==> config.mk <==
export PLATFORM = sky130hd
export DESIGN_NAME = aicd_top
export DESIGN_NICKNAME = d
export VERILOG_FILES = /design/src/design/aicd_pkg.sv /design/src/design/aicd_top.sv
export SDC_FILE = /design/constraint.sdc
export NUM_CORES = 1
export LEC_CHECK = 0
export ABC_AREA = 1
export BUFFER_PORTS_ARGS = -buffer_cell sky130_fd_sc_hd__buf_2
export CAP_MARGIN = 25
export CORE_UTILIZATION = 59
export DETAILED_ROUTE_END_ITERATION = 8
export GPL_TIMING_DRIVEN = 0
export PLACE_DENSITY_LB_ADDON = 0.2
export SLEW_MARGIN = 15
export SYNTH_ARGS = -nofsm -noshare
export SYNTH_HDL_FRONTEND = slang
export SYNTH_SLANG_ARGS = --single-unit
==> constraint.sdc <==
create_clock -name pclk -period 4.4 [get_ports pclk]
set_clock_uncertainty 0.05 [all_clocks]
set_input_delay 1.1 -clock pclk [delete_from_list [all_inputs] [get_ports pclk]]
set_output_delay 1.1 -clock pclk [all_outputs]
set_load 0.1 [all_outputs]
==> src/design/aicd_pkg.sv <==
// package for the converter input configuration decoder
// assumes a single pclk domain and an apb register port
package aicd_pkg;
  // register byte offsets
  localparam logic [7:0] AICD_OFS_CONFIG = 8'h00;
  localparam logic [7:0] AICD_OFS_STATUS = 8'h04;
  localparam logic [7:0] AICD_OFS_IRQ_STAT = 8'h08;
  localparam logic [7:0] AICD_OFS_IRQ_EN = 8'h0C;
  localparam logic [7:0] AICD_OFS_IRQ_CLR = 8'h10;
  localparam logic [7:0] AICD_OFS_SETTLE = 8'h14;
  // config_reg field positions
  localparam int AICD_POS_CHOP = 23;
  localparam int AICD_POS_PSEUDO = 18;
  localparam int AICD_POS_CH_HI = 17;
  localparam int AICD_POS_CH_LO = 8;
  localparam int AICD_POS_BURN = 7;
  localparam int AICD_POS_REFCHK = 6;
  localparam int AICD_POS_RSVD5 = 5;
  localparam int AICD_POS_BUF = 4;
  localparam int AICD_POS_UNIPOLAR = 3;
  localparam int AICD_NUM_SRC = 10;
  // reset values
  localparam logic [23:0] AICD_RST_CONFIG = 24'h000000;
  localparam logic [15:0] AICD_RST_SETTLE = 16'h0010;
  // interrupt status bit positions
  localparam int AICD_IRQ_RESULT = 0;
  localparam int AICD_IRQ_MISSING_REFERENCE_FLAG = 1;
  localparam int AICD_IRQ_CFGERR = 2;
  localparam int AICD_IRQ_W = 3;
  // sequencer states
  typedef enum logic [1:0] {AICD_IDLE, AICD_SETTLE, AICD_NEXT} aicd_state_t;
endpackage

==> src/design/aicd_top.sv <==
// input configuration decoder with channel sequencer and apb registers
// assumes apb master in pclk domain; analog status comes in synchronous
// How it works
// - bit 18 selects pseudo or full differential
// - sequence every enabled source automatically
// - each source waits full settling period
// - bit 7 switches open-wire test currents
// - test current needs buffer on, chop off
// - bit 6 enables missing reference flag
// - reference check only while converting
// - bit 4 routes inputs through buffers
// - bit 3 selects unipolar coding
// - bit 23 enables input chopping
`timescale 1ns/1ps
module aicd_top
  import aicd_pkg::*;
(
  // clock and reset
  input wire logic pclk,
  input wire logic presetn,
  // apb slave
  input wire logic psel,
  input wire logic penable,
  input wire logic pwrite,
  input wire logic [7:0] paddr,
  input wire logic [31:0] pwdata,
  output logic [31:0] prdata,
  output logic pready,
  output logic pslverr,
  // converter side
  input wire logic conv_active,
  input wire logic ref_low,
  // decoded controls
  output logic pseudo_diff,
  output logic [9:0] src_select,
  output logic result_strobe,
  output logic burnout_en,
  output logic missing_reference_flag,
  output logic buffer_en,
  output logic unipolar,
  output logic chop_en,
  output logic irq
);

  // register state
  logic [23:0] config_q;
  logic [15:0] settle_q;
  logic [AICD_IRQ_W-1:0] istat_q, istat_d, ien_q;
  logic [31:0] prdata_q;
  logic pready_q;
  logic pslverr_q;
  // sequencer state
  aicd_state_t state_q, state_d;
  logic [15:0] cnt_q, cnt_d;
  logic [3:0] idx_q, idx_d;
  logic strobe_q, strobe_d;
  logic missing_reference_flag_q;
  logic [9:0] src_q;
  logic irq_q;
  logic [4:0] dec_q;

  // lowest enabled index at or above start, wrapping
  function automatic logic [3:0] next_src(input logic [9:0] en, input logic [3:0] start);
    logic [3:0] r;
    logic [4:0] k;
    r = start;
    for (int i = AICD_NUM_SRC - 1; i >= 0; i--) begin
      k = 5'(start) + 5'(i);
      if (k >= 5'(AICD_NUM_SRC)) begin
        k = k - 5'(AICD_NUM_SRC);
      end
      if (en[k[3:0]]) begin
        r = k[3:0];
      end
    end
    return r;
  endfunction

  // apb decode
  wire setup_ph = psel && !penable;
  wire access_ph = psel && penable;
  wire wr_en = access_ph && pwrite && pready_q;
  wire hit_cfg = paddr == AICD_OFS_CONFIG;
  wire hit_sts = paddr == AICD_OFS_STATUS;
  wire hit_ist = paddr == AICD_OFS_IRQ_STAT;
  wire hit_ien = paddr == AICD_OFS_IRQ_EN;
  wire hit_icl = paddr == AICD_OFS_IRQ_CLR;
  wire hit_set = paddr == AICD_OFS_SETTLE;
  wire mapped = hit_cfg | hit_sts | hit_ist | hit_ien | hit_icl | hit_set;
  wire cfg_wr = wr_en && hit_cfg;
  // settle period write, also restarts the sequencer
  wire set_wr = wr_en && hit_set;
  wire [9:0] ch_en = config_q[AICD_POS_CH_HI:AICD_POS_CH_LO];
  // one-hot check, only a hint since sw owns this
  wire one_src = (ch_en != 10'h000) && ((ch_en & (ch_en - 10'h001)) == 10'h000);
  // writing the reserved bit as one is flagged
  wire cfg_err = cfg_wr && pwdata[AICD_POS_RSVD5];
  wire [31:0] status_word = {22'h0, one_src, missing_reference_flag_q, idx_q, 1'b0, state_q != AICD_IDLE,
    2'h0};
  wire [31:0] rd_mux = hit_cfg ? {8'h00, config_q} :
    hit_sts ? status_word :
    hit_ist ? {29'h0, istat_q} :
    hit_ien ? {29'h0, ien_q} :
    hit_set ? {16'h0000, settle_q} : 32'h0;

  // apb answer: no wait state, ready lands in the first access cycle
  always_ff @(posedge pclk or negedge presetn) begin
    if (!presetn) begin
      pready_q <= 1'b0;
      pslverr_q <= 1'b0;
      prdata_q <= 32'h00000000;
    end else begin
      pready_q <= setup_ph;
      pslverr_q <= setup_ph && !mapped;
      // read data latched during setup so it is stable at ready
      prdata_q <= (setup_ph && !pwrite) ? rd_mux : 32'h00000000;
    end
  end

  // configuration and settle registers
  always_ff @(posedge pclk or negedge presetn) begin
    if (!presetn) begin
      config_q <= AICD_RST_CONFIG;
      settle_q <= AICD_RST_SETTLE;
      ien_q <= '0;
    end else begin
      if (cfg_wr) begin
        config_q <= pwdata[23:0];
      end
      if (set_wr) begin
        // zero period would mean no settling, clamp to one
        settle_q <= (pwdata[15:0] == 16'h0000) ? 16'h0001 : pwdata[15:0];
      end
      if (wr_en && hit_ien) begin
        ien_q <= pwdata[AICD_IRQ_W-1:0];
      end
    end
  end

  // sequencer: visit each enabled source, full settle on each
  always_comb begin
    state_d = state_q;
    cnt_d = cnt_q;
    idx_d = idx_q;
    strobe_d = 1'b0;
    unique case (state_q)
      AICD_IDLE: begin
        // start when converting and any source enabled
        if (conv_active && ch_en != 10'h000 && !set_wr) begin
          state_d = AICD_SETTLE;
          idx_d = next_src(ch_en, 4'h0);
          cnt_d = settle_q;
        end
      end
      AICD_SETTLE: begin
        if (!conv_active || ch_en == 10'h000 || cfg_wr || set_wr) begin
          // config change restarts so a result never mixes settings
          // a new period restarts too, so each visit uses one period
          state_d = AICD_IDLE;
        end else if (cnt_q == 16'h0001) begin
          state_d = AICD_NEXT;
          strobe_d = 1'b1;
        end else begin
          cnt_d = cnt_q - 16'h0001;
        end
      end
      AICD_NEXT: begin
        // wrap to next enabled source, a single one repeats
        idx_d = next_src(ch_en, (idx_q == 4'd9) ? 4'h0 : idx_q + 4'h1);
        cnt_d = settle_q;
        state_d = (conv_active && !set_wr) ? AICD_SETTLE : AICD_IDLE;
      end
    endcase
  end

  // sequencer registers
  always_ff @(posedge pclk or negedge presetn) begin
    if (!presetn) begin
      state_q <= AICD_IDLE;
      cnt_q <= 16'h0000;
      idx_q <= 4'h0;
      strobe_q <= 1'b0;
    end else begin
      state_q <= state_d;
      cnt_q <= cnt_d;
      idx_q <= idx_d;
      strobe_q <= strobe_d;
    end
  end

  // reference flag held while idle, updated only when converting
  always_ff @(posedge pclk or negedge presetn) begin
    if (!presetn) begin
      missing_reference_flag_q <= 1'b0;
    end else if (conv_active) begin
      missing_reference_flag_q <= config_q[AICD_POS_REFCHK] && ref_low;
    end
  end

  // next flag value, held while idle
  wire missing_reference_flag_d = conv_active ? (config_q[AICD_POS_REFCHK] && ref_low) : missing_reference_flag_q;
  // only a fresh fault is an event, a held flag would defeat the clear
  wire missing_reference_flag_rise = missing_reference_flag_d && !missing_reference_flag_q;

  // sticky events; a set in the clear cycle wins
  wire [AICD_IRQ_W-1:0] ev = {cfg_err, missing_reference_flag_rise, strobe_q};
  wire [AICD_IRQ_W-1:0] clr = (wr_en && hit_icl) ? pwdata[AICD_IRQ_W-1:0] : '0;
  assign istat_d = (istat_q & ~clr) | ev;
  always_ff @(posedge pclk or negedge presetn) begin
    if (!presetn) begin
      istat_q <= '0;
      irq_q <= 1'b0;
    end else begin
      istat_q <= istat_d;
      irq_q <= |(istat_d & ien_q);
    end
  end

  // decoded control outputs, registered from stored config and sequencer state
  always_ff @(posedge pclk or negedge presetn) begin
    if (!presetn) begin
      dec_q <= 5'h00;
      src_q <= 10'h000;
    end else begin
      dec_q[0] <= config_q[AICD_POS_PSEUDO];
      dec_q[1] <= config_q[AICD_POS_BURN] && config_q[AICD_POS_BUF] &&
        !config_q[AICD_POS_CHOP];
      dec_q[2] <= config_q[AICD_POS_BUF];
      dec_q[3] <= config_q[AICD_POS_UNIPOLAR];
      dec_q[4] <= config_q[AICD_POS_CHOP];
      src_q <= (state_q == AICD_SETTLE) ? (10'h001 << idx_q) : 10'h000;
    end
  end

  // outputs straight from flops
  assign prdata = prdata_q;
  assign pready = pready_q;
  assign pslverr = pslverr_q;
  assign pseudo_diff = dec_q[0];
  assign burnout_en = dec_q[1];
  assign buffer_en = dec_q[2];
  assign unipolar = dec_q[3];
  assign chop_en = dec_q[4];
  assign src_select = src_q;
  assign result_strobe = strobe_q;
  assign missing_reference_flag = missing_reference_flag_q;
  assign irq = irq_q;

  // assertions
  property p_burn_gate;
    @(posedge pclk) disable iff (!presetn)
      burnout_en |-> $past(config_q[AICD_POS_BUF]) && !$past(config_q[AICD_POS_CHOP]);
  endproperty
  a_burn_gate: assert property (p_burn_gate) else $error("burnout without gate");
  property p_burn_on;
    @(posedge pclk) disable iff (!presetn)
      (config_q[AICD_POS_BURN] && config_q[AICD_POS_BUF] && !config_q[AICD_POS_CHOP])
        |=> burnout_en;
  endproperty
  a_burn_on: assert property (p_burn_on) else $error("burnout not enabled");
  property p_cfg_follow;
    @(posedge pclk) disable iff (!presetn)
      cfg_wr |=> ##1 (pseudo_diff == $past(pwdata[AICD_POS_PSEUDO], 2)) &&
        (unipolar == $past(pwdata[AICD_POS_UNIPOLAR], 2));
  endproperty
  a_cfg_follow: assert property (p_cfg_follow) else $error("no follow");
  property p_buf;
    @(posedge pclk) disable iff (!presetn) ##1 buffer_en == $past(config_q[AICD_POS_BUF]);
  endproperty
  a_buf: assert property (p_buf) else $error("buffer enable wrong");
  property p_chop;
    @(posedge pclk) disable iff (!presetn) ##1 chop_en == $past(config_q[AICD_POS_CHOP]);
  endproperty
  a_chop: assert property (p_chop) else $error("chop enable wrong");
  property p_missing_reference_flag_hold;
    @(posedge pclk) disable iff (!presetn) !conv_active |=> $stable(missing_reference_flag);
  endproperty
  a_missing_reference_flag_hold: assert property (p_missing_reference_flag_hold) else $error("flag moved idle");
  property p_missing_reference_flag_en;
    @(posedge pclk) disable iff (!presetn)
      (conv_active && !config_q[AICD_POS_REFCHK]) |=> !missing_reference_flag;
  endproperty
  a_missing_reference_flag_en: assert property (p_missing_reference_flag_en) else $error("flag without enable");
  // cycles spent on the current source, checked against the period
  logic [15:0] dwell_q;
  always_ff @(posedge pclk or negedge presetn) begin
    if (!presetn) begin
      dwell_q <= 16'h0000;
    end else begin
      dwell_q <= (state_q == AICD_SETTLE) ? dwell_q + 16'h0001 : 16'h0000;
    end
  end
  property p_settle;
    @(posedge pclk) disable iff (!presetn)
      result_strobe |-> dwell_q == settle_q;
  endproperty
  a_settle: assert property (p_settle) else $error("result before settle");
  property p_seq;
    @(posedge pclk) disable iff (!presetn)
      (state_q == AICD_NEXT) |=> (!conv_active || ch_en[idx_q] || $changed(ch_en) ||
        $past(cfg_wr));
  endproperty
  a_seq: assert property (p_seq) else $error("disabled source chosen");
  c_result: cover property (@(posedge pclk) disable iff (!presetn) result_strobe);
  c_multi: cover property (@(posedge pclk) disable iff (!presetn)
    result_strobe && !one_src);
  c_irq: cover property (@(posedge pclk) disable iff (!presetn) $rose(irq));
endmodule

# == Word level (Yosys, flattened, before mapping) ==
# Index checks and enable logic that the tools add are counted.
# classes
n_shift,1
eq_ne,13
n_bitwise,10
add_sub_neg,22
n_mul,0
div_mod_pow,0
mux,85
order_cmp,20
n_reduce_logical,41
# ops
operator,n
$mux W4,42
$mux W16,8
$lt A4 B5 Y1 const B,10
$mux W24,2
$pmux W16 S3,1
$ge A5 B4 Y1 const B,9
$bmux W1 S4,10
$sub A4 B4 Y4 const B,10
$add A4 B3 Y5 const B,4
$logic_not A10 Y1,2
$logic_and A1 B1 Y1,19
$eq A16 B1 Y1 const B,1
$eq A8 B4 Y1 const B,2
$eq A8 B5 Y1 const B,2
$logic_not A16 Y1,1
$sub A16 B1 Y16 const B,1
$mux W1,15
$add A4 B2 Y5 const B,2
$add A4 B4 Y5 const B,2
$and A10 B10 Y10,1
$mux W10,1
$reduce_bool A10 Y1,1
$shl A1 B4 Y10 const A,1
$sub A10 B1 Y10 const B,1
25 further kinds,44
# word_totals
in_bits,47
wordCells,207
latchBits,0
ram_bits,0
regBits,112
mem_count,0
mem_bits_ro,0

# == Longest topological paths before layout ==
# Gate-level depths: netlist of the first run.
# depth
word_depth,19
mapped_depth,35
mapped_depth_nobuf,34

# == Least setup slack after synthesis of the first run ==
# OpenSTA, ideal clock, no wires.
# synth_timing
path_kind,reg2reg
startpoint,register idx_q[1]
endpoint,register idx_q[2]
arrival_ns,3.531
stages_incl_launch_ff,29
setup_slack_ns,0.697
period_less_slack_ns,3.703
path_cell_list,dfrtp_1 buf_4 nand2_1 inv_1 ha_1 inv_1 nand2_8 inv_1 ha_1 inv_1 fa_1 a31oi_1 or2_1 nand2_1 inv_1 nand2_1 a32o_1 o21ai_2 inv_2 nand2_1 inv_1 nor2_1 nand2_1 nand2_1 nand2_1 nand2_1 nand2_1 nand2_1 a21oi_1
# synth_between
elab_chain_cells,19
word_cells_on_any_way,83
classes_between,20 x add/sub; 10 x order compare; 1 x eq/ne; 52 x mux
# synth_lines
element,line,text
from (decl),aicd_top.sv:55,"logic [3:0] idx_q, idx_d;"
from (signal assigned),aicd_top.sv:186,idx_q <= idx_d;
$add A4 B1 Y4 / $eq A4 B4 Y1 (equally long branches),aicd_top.sv:169,"idx_d = next_src(ch_en, (idx_q == 4'd9) ? 4'h0 : idx_q + 4'h1);"
$mux W4 (*),aicd_top.sv:169,
$add A4 B4 Y5,aicd_top.sv:68,k = 5'(start) + 5'(i);
$sub A4 B4 Y4 / $ge A5 B4 Y1 (equally long branches),"aicd_top.sv:70, aicd_top.sv:69",
$mux W4,aicd_top.sv:69,if (k >= 5'(AICD_NUM_SRC)) begin
$mux W4,aicd_top.sv:146,unique case (state_q)
$bmux W1 S4,aicd_top.sv:72,if (en[k[3:0]]) begin
$mux W1 (implied by the code),aicd_top.sv:72,
$mux W4 (9 in a row),aicd_top.sv:72,
$mux W4 (*),aicd_top.sv:72,
$pmux W4 S2 (*),aicd_top.sv:146,
# Mark *: on every way between the ends. The rest lies on a longest branch, timed or not. The select of a mux whose other input is x is not followed.
# A chain may end at the register's enable or synchronous reset.

# == Final worst setup path of the first run ==
# layout_timing
startpoint,register idx_q[3]
endpoint,register idx_q[2]
# The elaborated chain is that of the path after synthesis.

==> run summary, run 1 <==
overall via count from detail_route - 7,356
setup_tns - 0 ps
startpoint type of the worst setup path - flop
HPWL after detailed placement - 14.9 mm
cell type of the slowest stage on the worst timing path - sky130_fd_sc_hd__dfrtp_1
commonest non-fill, non-tap cells in the layout - sky130_fd_sc_hd__nand2_1, sky130_fd_sc_hd__inv_1, sky130_fd_sc_hd__dfrtp_1
Avg Cell Area, Syn - 7.08 sq um
data arrival time of the critical path - 4250 ps
Crit Path Max Fanout - 14
filler cell count - 1,026
Wirelength per Cell - 14.9 um
synthesized instance count - 1,037
wire length after detailed routing - 19.6 mm
Final Slew Violations - 0
most numerous cell on the critical path - sky130_fd_sc_hd__nand2_1
global-route wire length before repair - 32.0 mm
RD Place Congestion - 0.968
Achievable Freq - 248 MHz
Chip Height - 114 um
summed instance area of the synthesized netlist - 7340 sq um
part of the cycle the worst path needs - 0.916
Final setup violation count - 0
pre-CTS worst setup slack - -66.8 ps
Max Root-Sink Buffers - 2
number of synthesis warnings - 0
die boundary width - 114 um
Final Hold Fails - 0
CTS clk-pin slew, worst paths - 70 ps
area grow syn2layout - 14.0%
maximum number of pins on one net before global-route repair - 82
Post-route DRC - 0
later-pin clock latency in the skew report - 350 ps
min-delay src - config_q[3]$_DFFE_PN0P_
most common cell after layout, fill and taps aside - sky130_fd_sc_hd__nand2_1
Detailed Routing Iterations Pass 1 - 6
GRT overflow - 0
number of DRC markers after the initial detailed-route iteration - 830
largest area contributor in the synthesized netlist - sky130_fd_sc_hd__dfrtp_1
actual slew at the worst max-slew pin - 873 ps
number of antenna repair diodes - 0
share of the core filled with cells in the final layout - 0.694
Die Area - 12,900 sq um
Sink Count - 112
required time of the critical path - 4620 ps
leading register cell type out of synthesis - sky130_fd_sc_hd__dfrtp_1
first element of the critical path - idx_q[3]$_DFFE_PN0P_
core box area - 12,100 sq um
vias per cell - 5.60
number of different library cells in the post-synthesis netlist - 60
area share of the largest cell type after synthesis - 0.378
launch point of the worst reg-to-reg path - idx_q[3]$_DFFE_PN0P_
Starting Density - 0.609
status - finished clean
Final WS setup - 369 ps
number of I/O port buffers - 82
asr flop ratio synth - 1.00
sequential share of the synthesized area - 0.382
delay of the slowest critical-path stage - 510 ps
kind of end point of the critical path - flop
Max Cap Violations - 0
Root Buffer Master - sky130_fd_sc_hd__clkbuf_16
Num CTS Buffers - 9
via count of the first global-routing pass - 6,401
Total Nets Final - 1,215
worst min-delay path class - reg2reg
ports placed on the boundary - 99
CTS tree - yes
number of flip-flops and latches in the synthesized netlist - 112
number of H-tree branching levels - 3
antenna violations before repair - 0
Antenna Nets Post-Route - 0
synth top area cells - sky130_fd_sc_hd__dfrtp_1, sky130_fd_sc_hd__nand2_1, sky130_fd_sc_hd__o21ai_0, sky130_fd_sc_hd__inv_1, sky130_fd_sc_hd__nor2_1
slew margin rel. - 0.412
kind of critical path - reg2reg
overall track demand over capacity in global routing - 0.320
clock period minus final worst setup slack - 4030 ps
number of enable-type register cells in the synthesized netlist - 0
fraction of final layout cells sized beyond drive strength 1 - 0.149
number of standard-cell rows in the floorplan - 40
==> cell usage after synthesis, drive strengths merged, types with 2 or more instances <==
master  instances
a21oi          44
a221oi          5
a31oi           9
a32o            2
a41oi           3
buf            16
clkbuf         17
clkinv          2
dfrtp         111
ha             25
inv           130
nand2         341
nand3          66
nand3b          3
nand4          12
nor2           90
nor3           11
nor4            7
o211ai          4
o21ai         104
o21bai          5
o221ai          3
o22ai           2
o31ai           2
or2             2
xnor2           3
xor2            5
==> registers in the layout, summed over array words and instances, names as in the netlist <==
register                cells
cnt_q                      16
config_q                   24
dec_q                       5
idx_q                       4
ien_q                       3
irq                         1
istat_q                     3
missing_reference_flag      1
prdata                     24
pready                      1
pslverr                     1
result_strobe               1
settle_q                   16
src_select                 10
state_q                     2
==> cell type report <==
type,count,area (sq um),area share
Clock buffer,10,239,0.0286
Clock inverter,5,40.0,0.00478
Tap cell,168,210,0.0251
Multi-Input combinational cell,767,3910,0.468
Timing Repair Buffer,87,474,0.0567
Sequential cell,112,2800,0.335
Buffer,33,185,0.0221
Inverter,132,503,0.0601
==> metrics by stage <==
step	instance area, sq um	hold WS (ps)	cells
2_1_floorplan	7370	324	1044
3_5_place_dp	8020	358	1295
6_report	8370	367	1314
4_1_cts	8300	368	1310
3_3_place_gp	7990	335	1294
5_1_grt	8370	397	1314
==> critical path, delay by kind of cell, from the launching register on <==
| family | cells | cell delay, ps |
|---|---|---|
| AND/OR/NAND/NOR | 22 | 1940 |
| buffers and inverters | 5 | 680 |
| adder cells (fa/ha/maj) | 2 | 580 |
| flip-flops | 1 | 510 |
| AO/OA/AOI/OAI | 1 | 160 |
==> layer usage <==
layer	up-vias	wire length [um]	global-route usage
li1	3562	-	-
met1	3362	8800	0.462
met2	393	8490	0.478
met3	39	1940	0.0850
met4	0	399	0.0825
met5	-	0	0
==> cell families (layout without fill, tap and decap cells) <==
logic type,count (synthesis),count (layout),share of synthesized area
simple gates,534,534,0.314
compound gates,190,190,0.149
buf+inv,165,267,0.0923
flops,112,112,0.382
fa+ha+maj,26,26,0.0453
xor+xnor,8,8,0.0141
other cells,1,8,0.000511
mux,1,1,0.00307
==> path summary, 6_finish.rpt <==
kind / slack [ps] / cells past startpoint / to
worst max-delay path: 370 / 30 / idx_q[2]$_DFFE_PN0P_
worst min-delay path: 370 / 0 / dec_q[3]$_DFF_PN0_
worst max register to register: 370 / 30 / idx_q[2]$_DFFE_PN0P_
worst min register to register: 370 / 0 / dec_q[3]$_DFF_PN0_
max in group asynchronous: 3070 / 2 / settle_q[4]$_DFFE_PN1P_
min in group asynchronous: 570 / 1 / cnt_q[4]$_DFFE_PN0P_
==> repair_timing <==
item,4_1_cts,5_1_grt
endpoints found under the setup margin,3,4
hold buffers,0,0
pin swaps,0,0
resized for setup,1,13
setup buffers,0,4
Power of run 1 is not shown: default switching activity piles up to over one toggle a cycle in this logic, so the estimate is an artifact.
==> run 2, diff against run 1 <==
CORE_UTILIZATION = 45   (was 59)
==> run summary, run 2 (synthesized netlist as in run 1, its figures left out) <==
status - finished clean
placed cell areas - 8080 sq um (+0.75%)
actual slew at the worst max-slew pin - 873 ps (-0.305 ps)
kind of critical path - reg2reg
Antenna Nets Post-Route - 0 (unchanged)
later-pin clock latency in the skew report - 360 ps (about the same)
launch point of the worst reg-to-reg path - idx_q[1]$_DFFE_PN0P_
wire length after detailed routing - 20.8 mm (+6.1%)
overall track demand over capacity in global routing - 0.260 (-0.0595)
share of the core filled with cells in the final layout - 0.530 (-0.163)
slack of the worst reg-to-reg path - 310 ps (-60 ps)
number of H-tree branching levels - 3 (unchanged)
Wirelength per Cell - 15.3 um (+2.3%)
CTS clk-pin slew, worst paths - 70 ps (about the same)
worst min-delay path class - reg2reg
number of I/O port buffers - 82 (unchanged)
core box area - 15,900 sq um (+32%)
number of standard-cell rows in the floorplan - 46 (+15%)
clock period minus final worst setup slack - 4090 ps (+59.1 ps)
reg2reg path depth - 27 (-10%)
Final Hold Fails - 0 (unchanged)
busiest metal layer after global routing - met2
Post-route DRC - 0 (unchanged)
ports placed on the boundary - 99 (unchanged)
Max Root-Sink Buffers - 2 (unchanged)
setup repair after global routing missed its margin - no
HPWL after detailed placement - 15.8 mm (+6.3%)
number of DRC markers after the initial detailed-route iteration - 588 (-29%)
Starting Density - 0.462 (-0.147)
via count of the first global-routing pass - 6,510 (+1.7%)
Max Cap Violations - 0 (unchanged)
slew margin rel. - 0.412 (about the same)
Root Buffer Master - sky130_fd_sc_hd__clkbuf_16
Num CTS Buffers - 9 (unchanged)
die boundary width - 130 um (+14%)
Chip Height - 130 um (+14%)
Final setup violation count - 0 (unchanged)
fraction of final layout cells sized beyond drive strength 1 - 0.149 (unchanged)
vias per cell - 5.23 (-6.6%)
Crit Path Max Fanout - 15 (+1)
startpoint type of the worst setup path - flop
WHS Path Cells - 0 (unchanged)
global-route wire length before repair - 33.6 mm (+4.9%)
min-delay src - config_q[18]$_DFFE_PN0P_
endpoint of the lowest-slack register-to-register path - idx_q[2]$_DFFE_PN0P_
commonest non-fill, non-tap cells in the layout - sky130_fd_sc_hd__nand2_1, sky130_fd_sc_hd__inv_1, sky130_fd_sc_hd__dfrtp_1
fin area - 8430 sq um (+0.67%)
met2 usage - 0.393 (-0.0852)
Achievable Freq - 244 MHz (-1.4%)
area grow syn2layout - 14.7%
required time of the critical path - 4610 ps (about the same)
Total Nets Final - 1,214 (-0.082%)
maximum number of pins on one net before global-route repair - 86 (+4.9%)
Detailed Routing Iterations Pass 1 - 6 (unchanged)
kind of end point of the critical path - flop
number of antenna repair diodes - 0 (unchanged)
data arrival time of the critical path - 4310 ps (+60 ps)
Sink Count - 112 (unchanged)
RD Place Congestion - 0.926 (-4.3%)
global-route met3 utilization - 0.0541 (-0.0309)
Hold Buf Count CTS - 0 (unchanged)
Die Area - 16,800 sq um (+31%)
most common cell after layout, fill and taps aside - sky130_fd_sc_hd__nand2_1
GRT overflow - 0 (unchanged)
antenna violations before repair - 0 (unchanged)
Final Slew Violations - 0 (unchanged)
met1 usage - 0.378 (-0.0836)
CTS tree - yes
overall via count from detail_route - 7,122 (-3.2%)
endpoint of the worst hold-timing path - dec_q[0]$_DFF_PN0_
part of the cycle the worst path needs - 0.930 (+0.0134)
==> run 2: cell count changes in the layout (fill, tap and decap cells not counted), sizes merged <==
cell,previous run,this run
clkinv,5,2
clkinvlp,1,2
clkbuf,27,29
inv,131,132
buf,103,102
==> run 2: cell type report <==
| cell class | count | area, sq um |
|---|---|---|
| multi-input combinational | 767 | 3930 |
| sequential | 112 | 2810 |
| timing repair buffer | 86 | 467 |
| clock buffer | 12 | 236 |
| clock inverter | 4 | 30.0 |
| buffer | 33 | 185 |
| inverter | 132 | 507 |
| tap | 216 | 270 |
| fill | 1608 | 7460 |
==> run 2: per-stage QoR <==
| stage | cells | hold WS [ps] | TNS, ps | setup WS [ps] |
|---|---|---|---|---|
| floorplan | 1044 | 324 | 0 | 697 |
| global route | 1362 | 381 | 0 | 8.96 |
| finish | 1362 | 355 | 0 | 310 |
| global placement | 1342 | 339 | -28.9 | -28.9 |
| detailed placement | 1343 | 344 | -131 | -63.9 |
| CTS | 1359 | 357 | 0 | 56.3 |
==> run 2: how the worst max path moves through the flow <==
stage | depth (start not counted) | start | slack [ps] | endpoint
6_report | 27 | idx_q[1]$_DFFE_PN0P_ | 310 | idx_q[2]$_DFFE_PN0P_
5_1_grt | 27 | idx_q[1]$_DFFE_PN0P_ | 9 | idx_q[2]$_DFFE_PN0P_
4_1_cts | 30 | idx_q[0]$_DFFE_PN0P_ | 60 | idx_q[2]$_DFFE_PN0P_
3_5_place_dp | 30 | idx_q[0]$_DFFE_PN0P_ | -60 | idx_q[2]$_DFFE_PN0P_
3_3_place_gp | 30 | idx_q[0]$_DFFE_PN0P_ | -30 | idx_q[2]$_DFFE_PN0P_
2_1_floorplan | 28 | idx_q[1]$_DFFE_PN0P_ | 700 | idx_q[2]$_DFFE_PN0P_
==> run 2: worst max-delay path, stage by stage, from the launching register on <==
cell,delay [ps]
sky130_fd_sc_hd__dfrtp_1,360
sky130_fd_sc_hd__buf_4,170
sky130_fd_sc_hd__nand2_1,60
sky130_fd_sc_hd__inv_1,80
sky130_fd_sc_hd__ha_1,300
sky130_fd_sc_hd__inv_1,170
sky130_fd_sc_hd__nand2_8,140
sky130_fd_sc_hd__clkinvlp_4,180
sky130_fd_sc_hd__ha_1,190
sky130_fd_sc_hd__inv_1,60
sky130_fd_sc_hd__fa_1,430
sky130_fd_sc_hd__a31oi_4,220
sky130_fd_sc_hd__or2_1,130
sky130_fd_sc_hd__nand2_1,110
sky130_fd_sc_hd__inv_1,100
sky130_fd_sc_hd__a21oi_1,70
sky130_fd_sc_hd__a32o_1,260
sky130_fd_sc_hd__o21ai_2,150
sky130_fd_sc_hd__inv_2,70
sky130_fd_sc_hd__a21oi_1,110
sky130_fd_sc_hd__nand2_1,60
sky130_fd_sc_hd__nand2_1,50
sky130_fd_sc_hd__nand2_1,50
sky130_fd_sc_hd__nand2_1,70
sky130_fd_sc_hd__nand2_1,50
sky130_fd_sc_hd__nand2_1,60
sky130_fd_sc_hd__nand2_1,50
sky130_fd_sc_hd__a21oi_1,170
==> run 2: timing repair <==
item,4_1_cts,5_1_grt
endpoints found under the setup margin,3,4
gates resized for setup,1,18
setup buffers,0,3
==> run 2: metal layers <==
layer	up-vias	wire length (um)	part of all wire
met2	261	9050	0.43
li1	3558	-	-
met5	-	0	0
met1	3276	9960	0.48
met4	0	323	0.016
met3	27	1500	0.072
Power of run 2 is left out for the same reason.
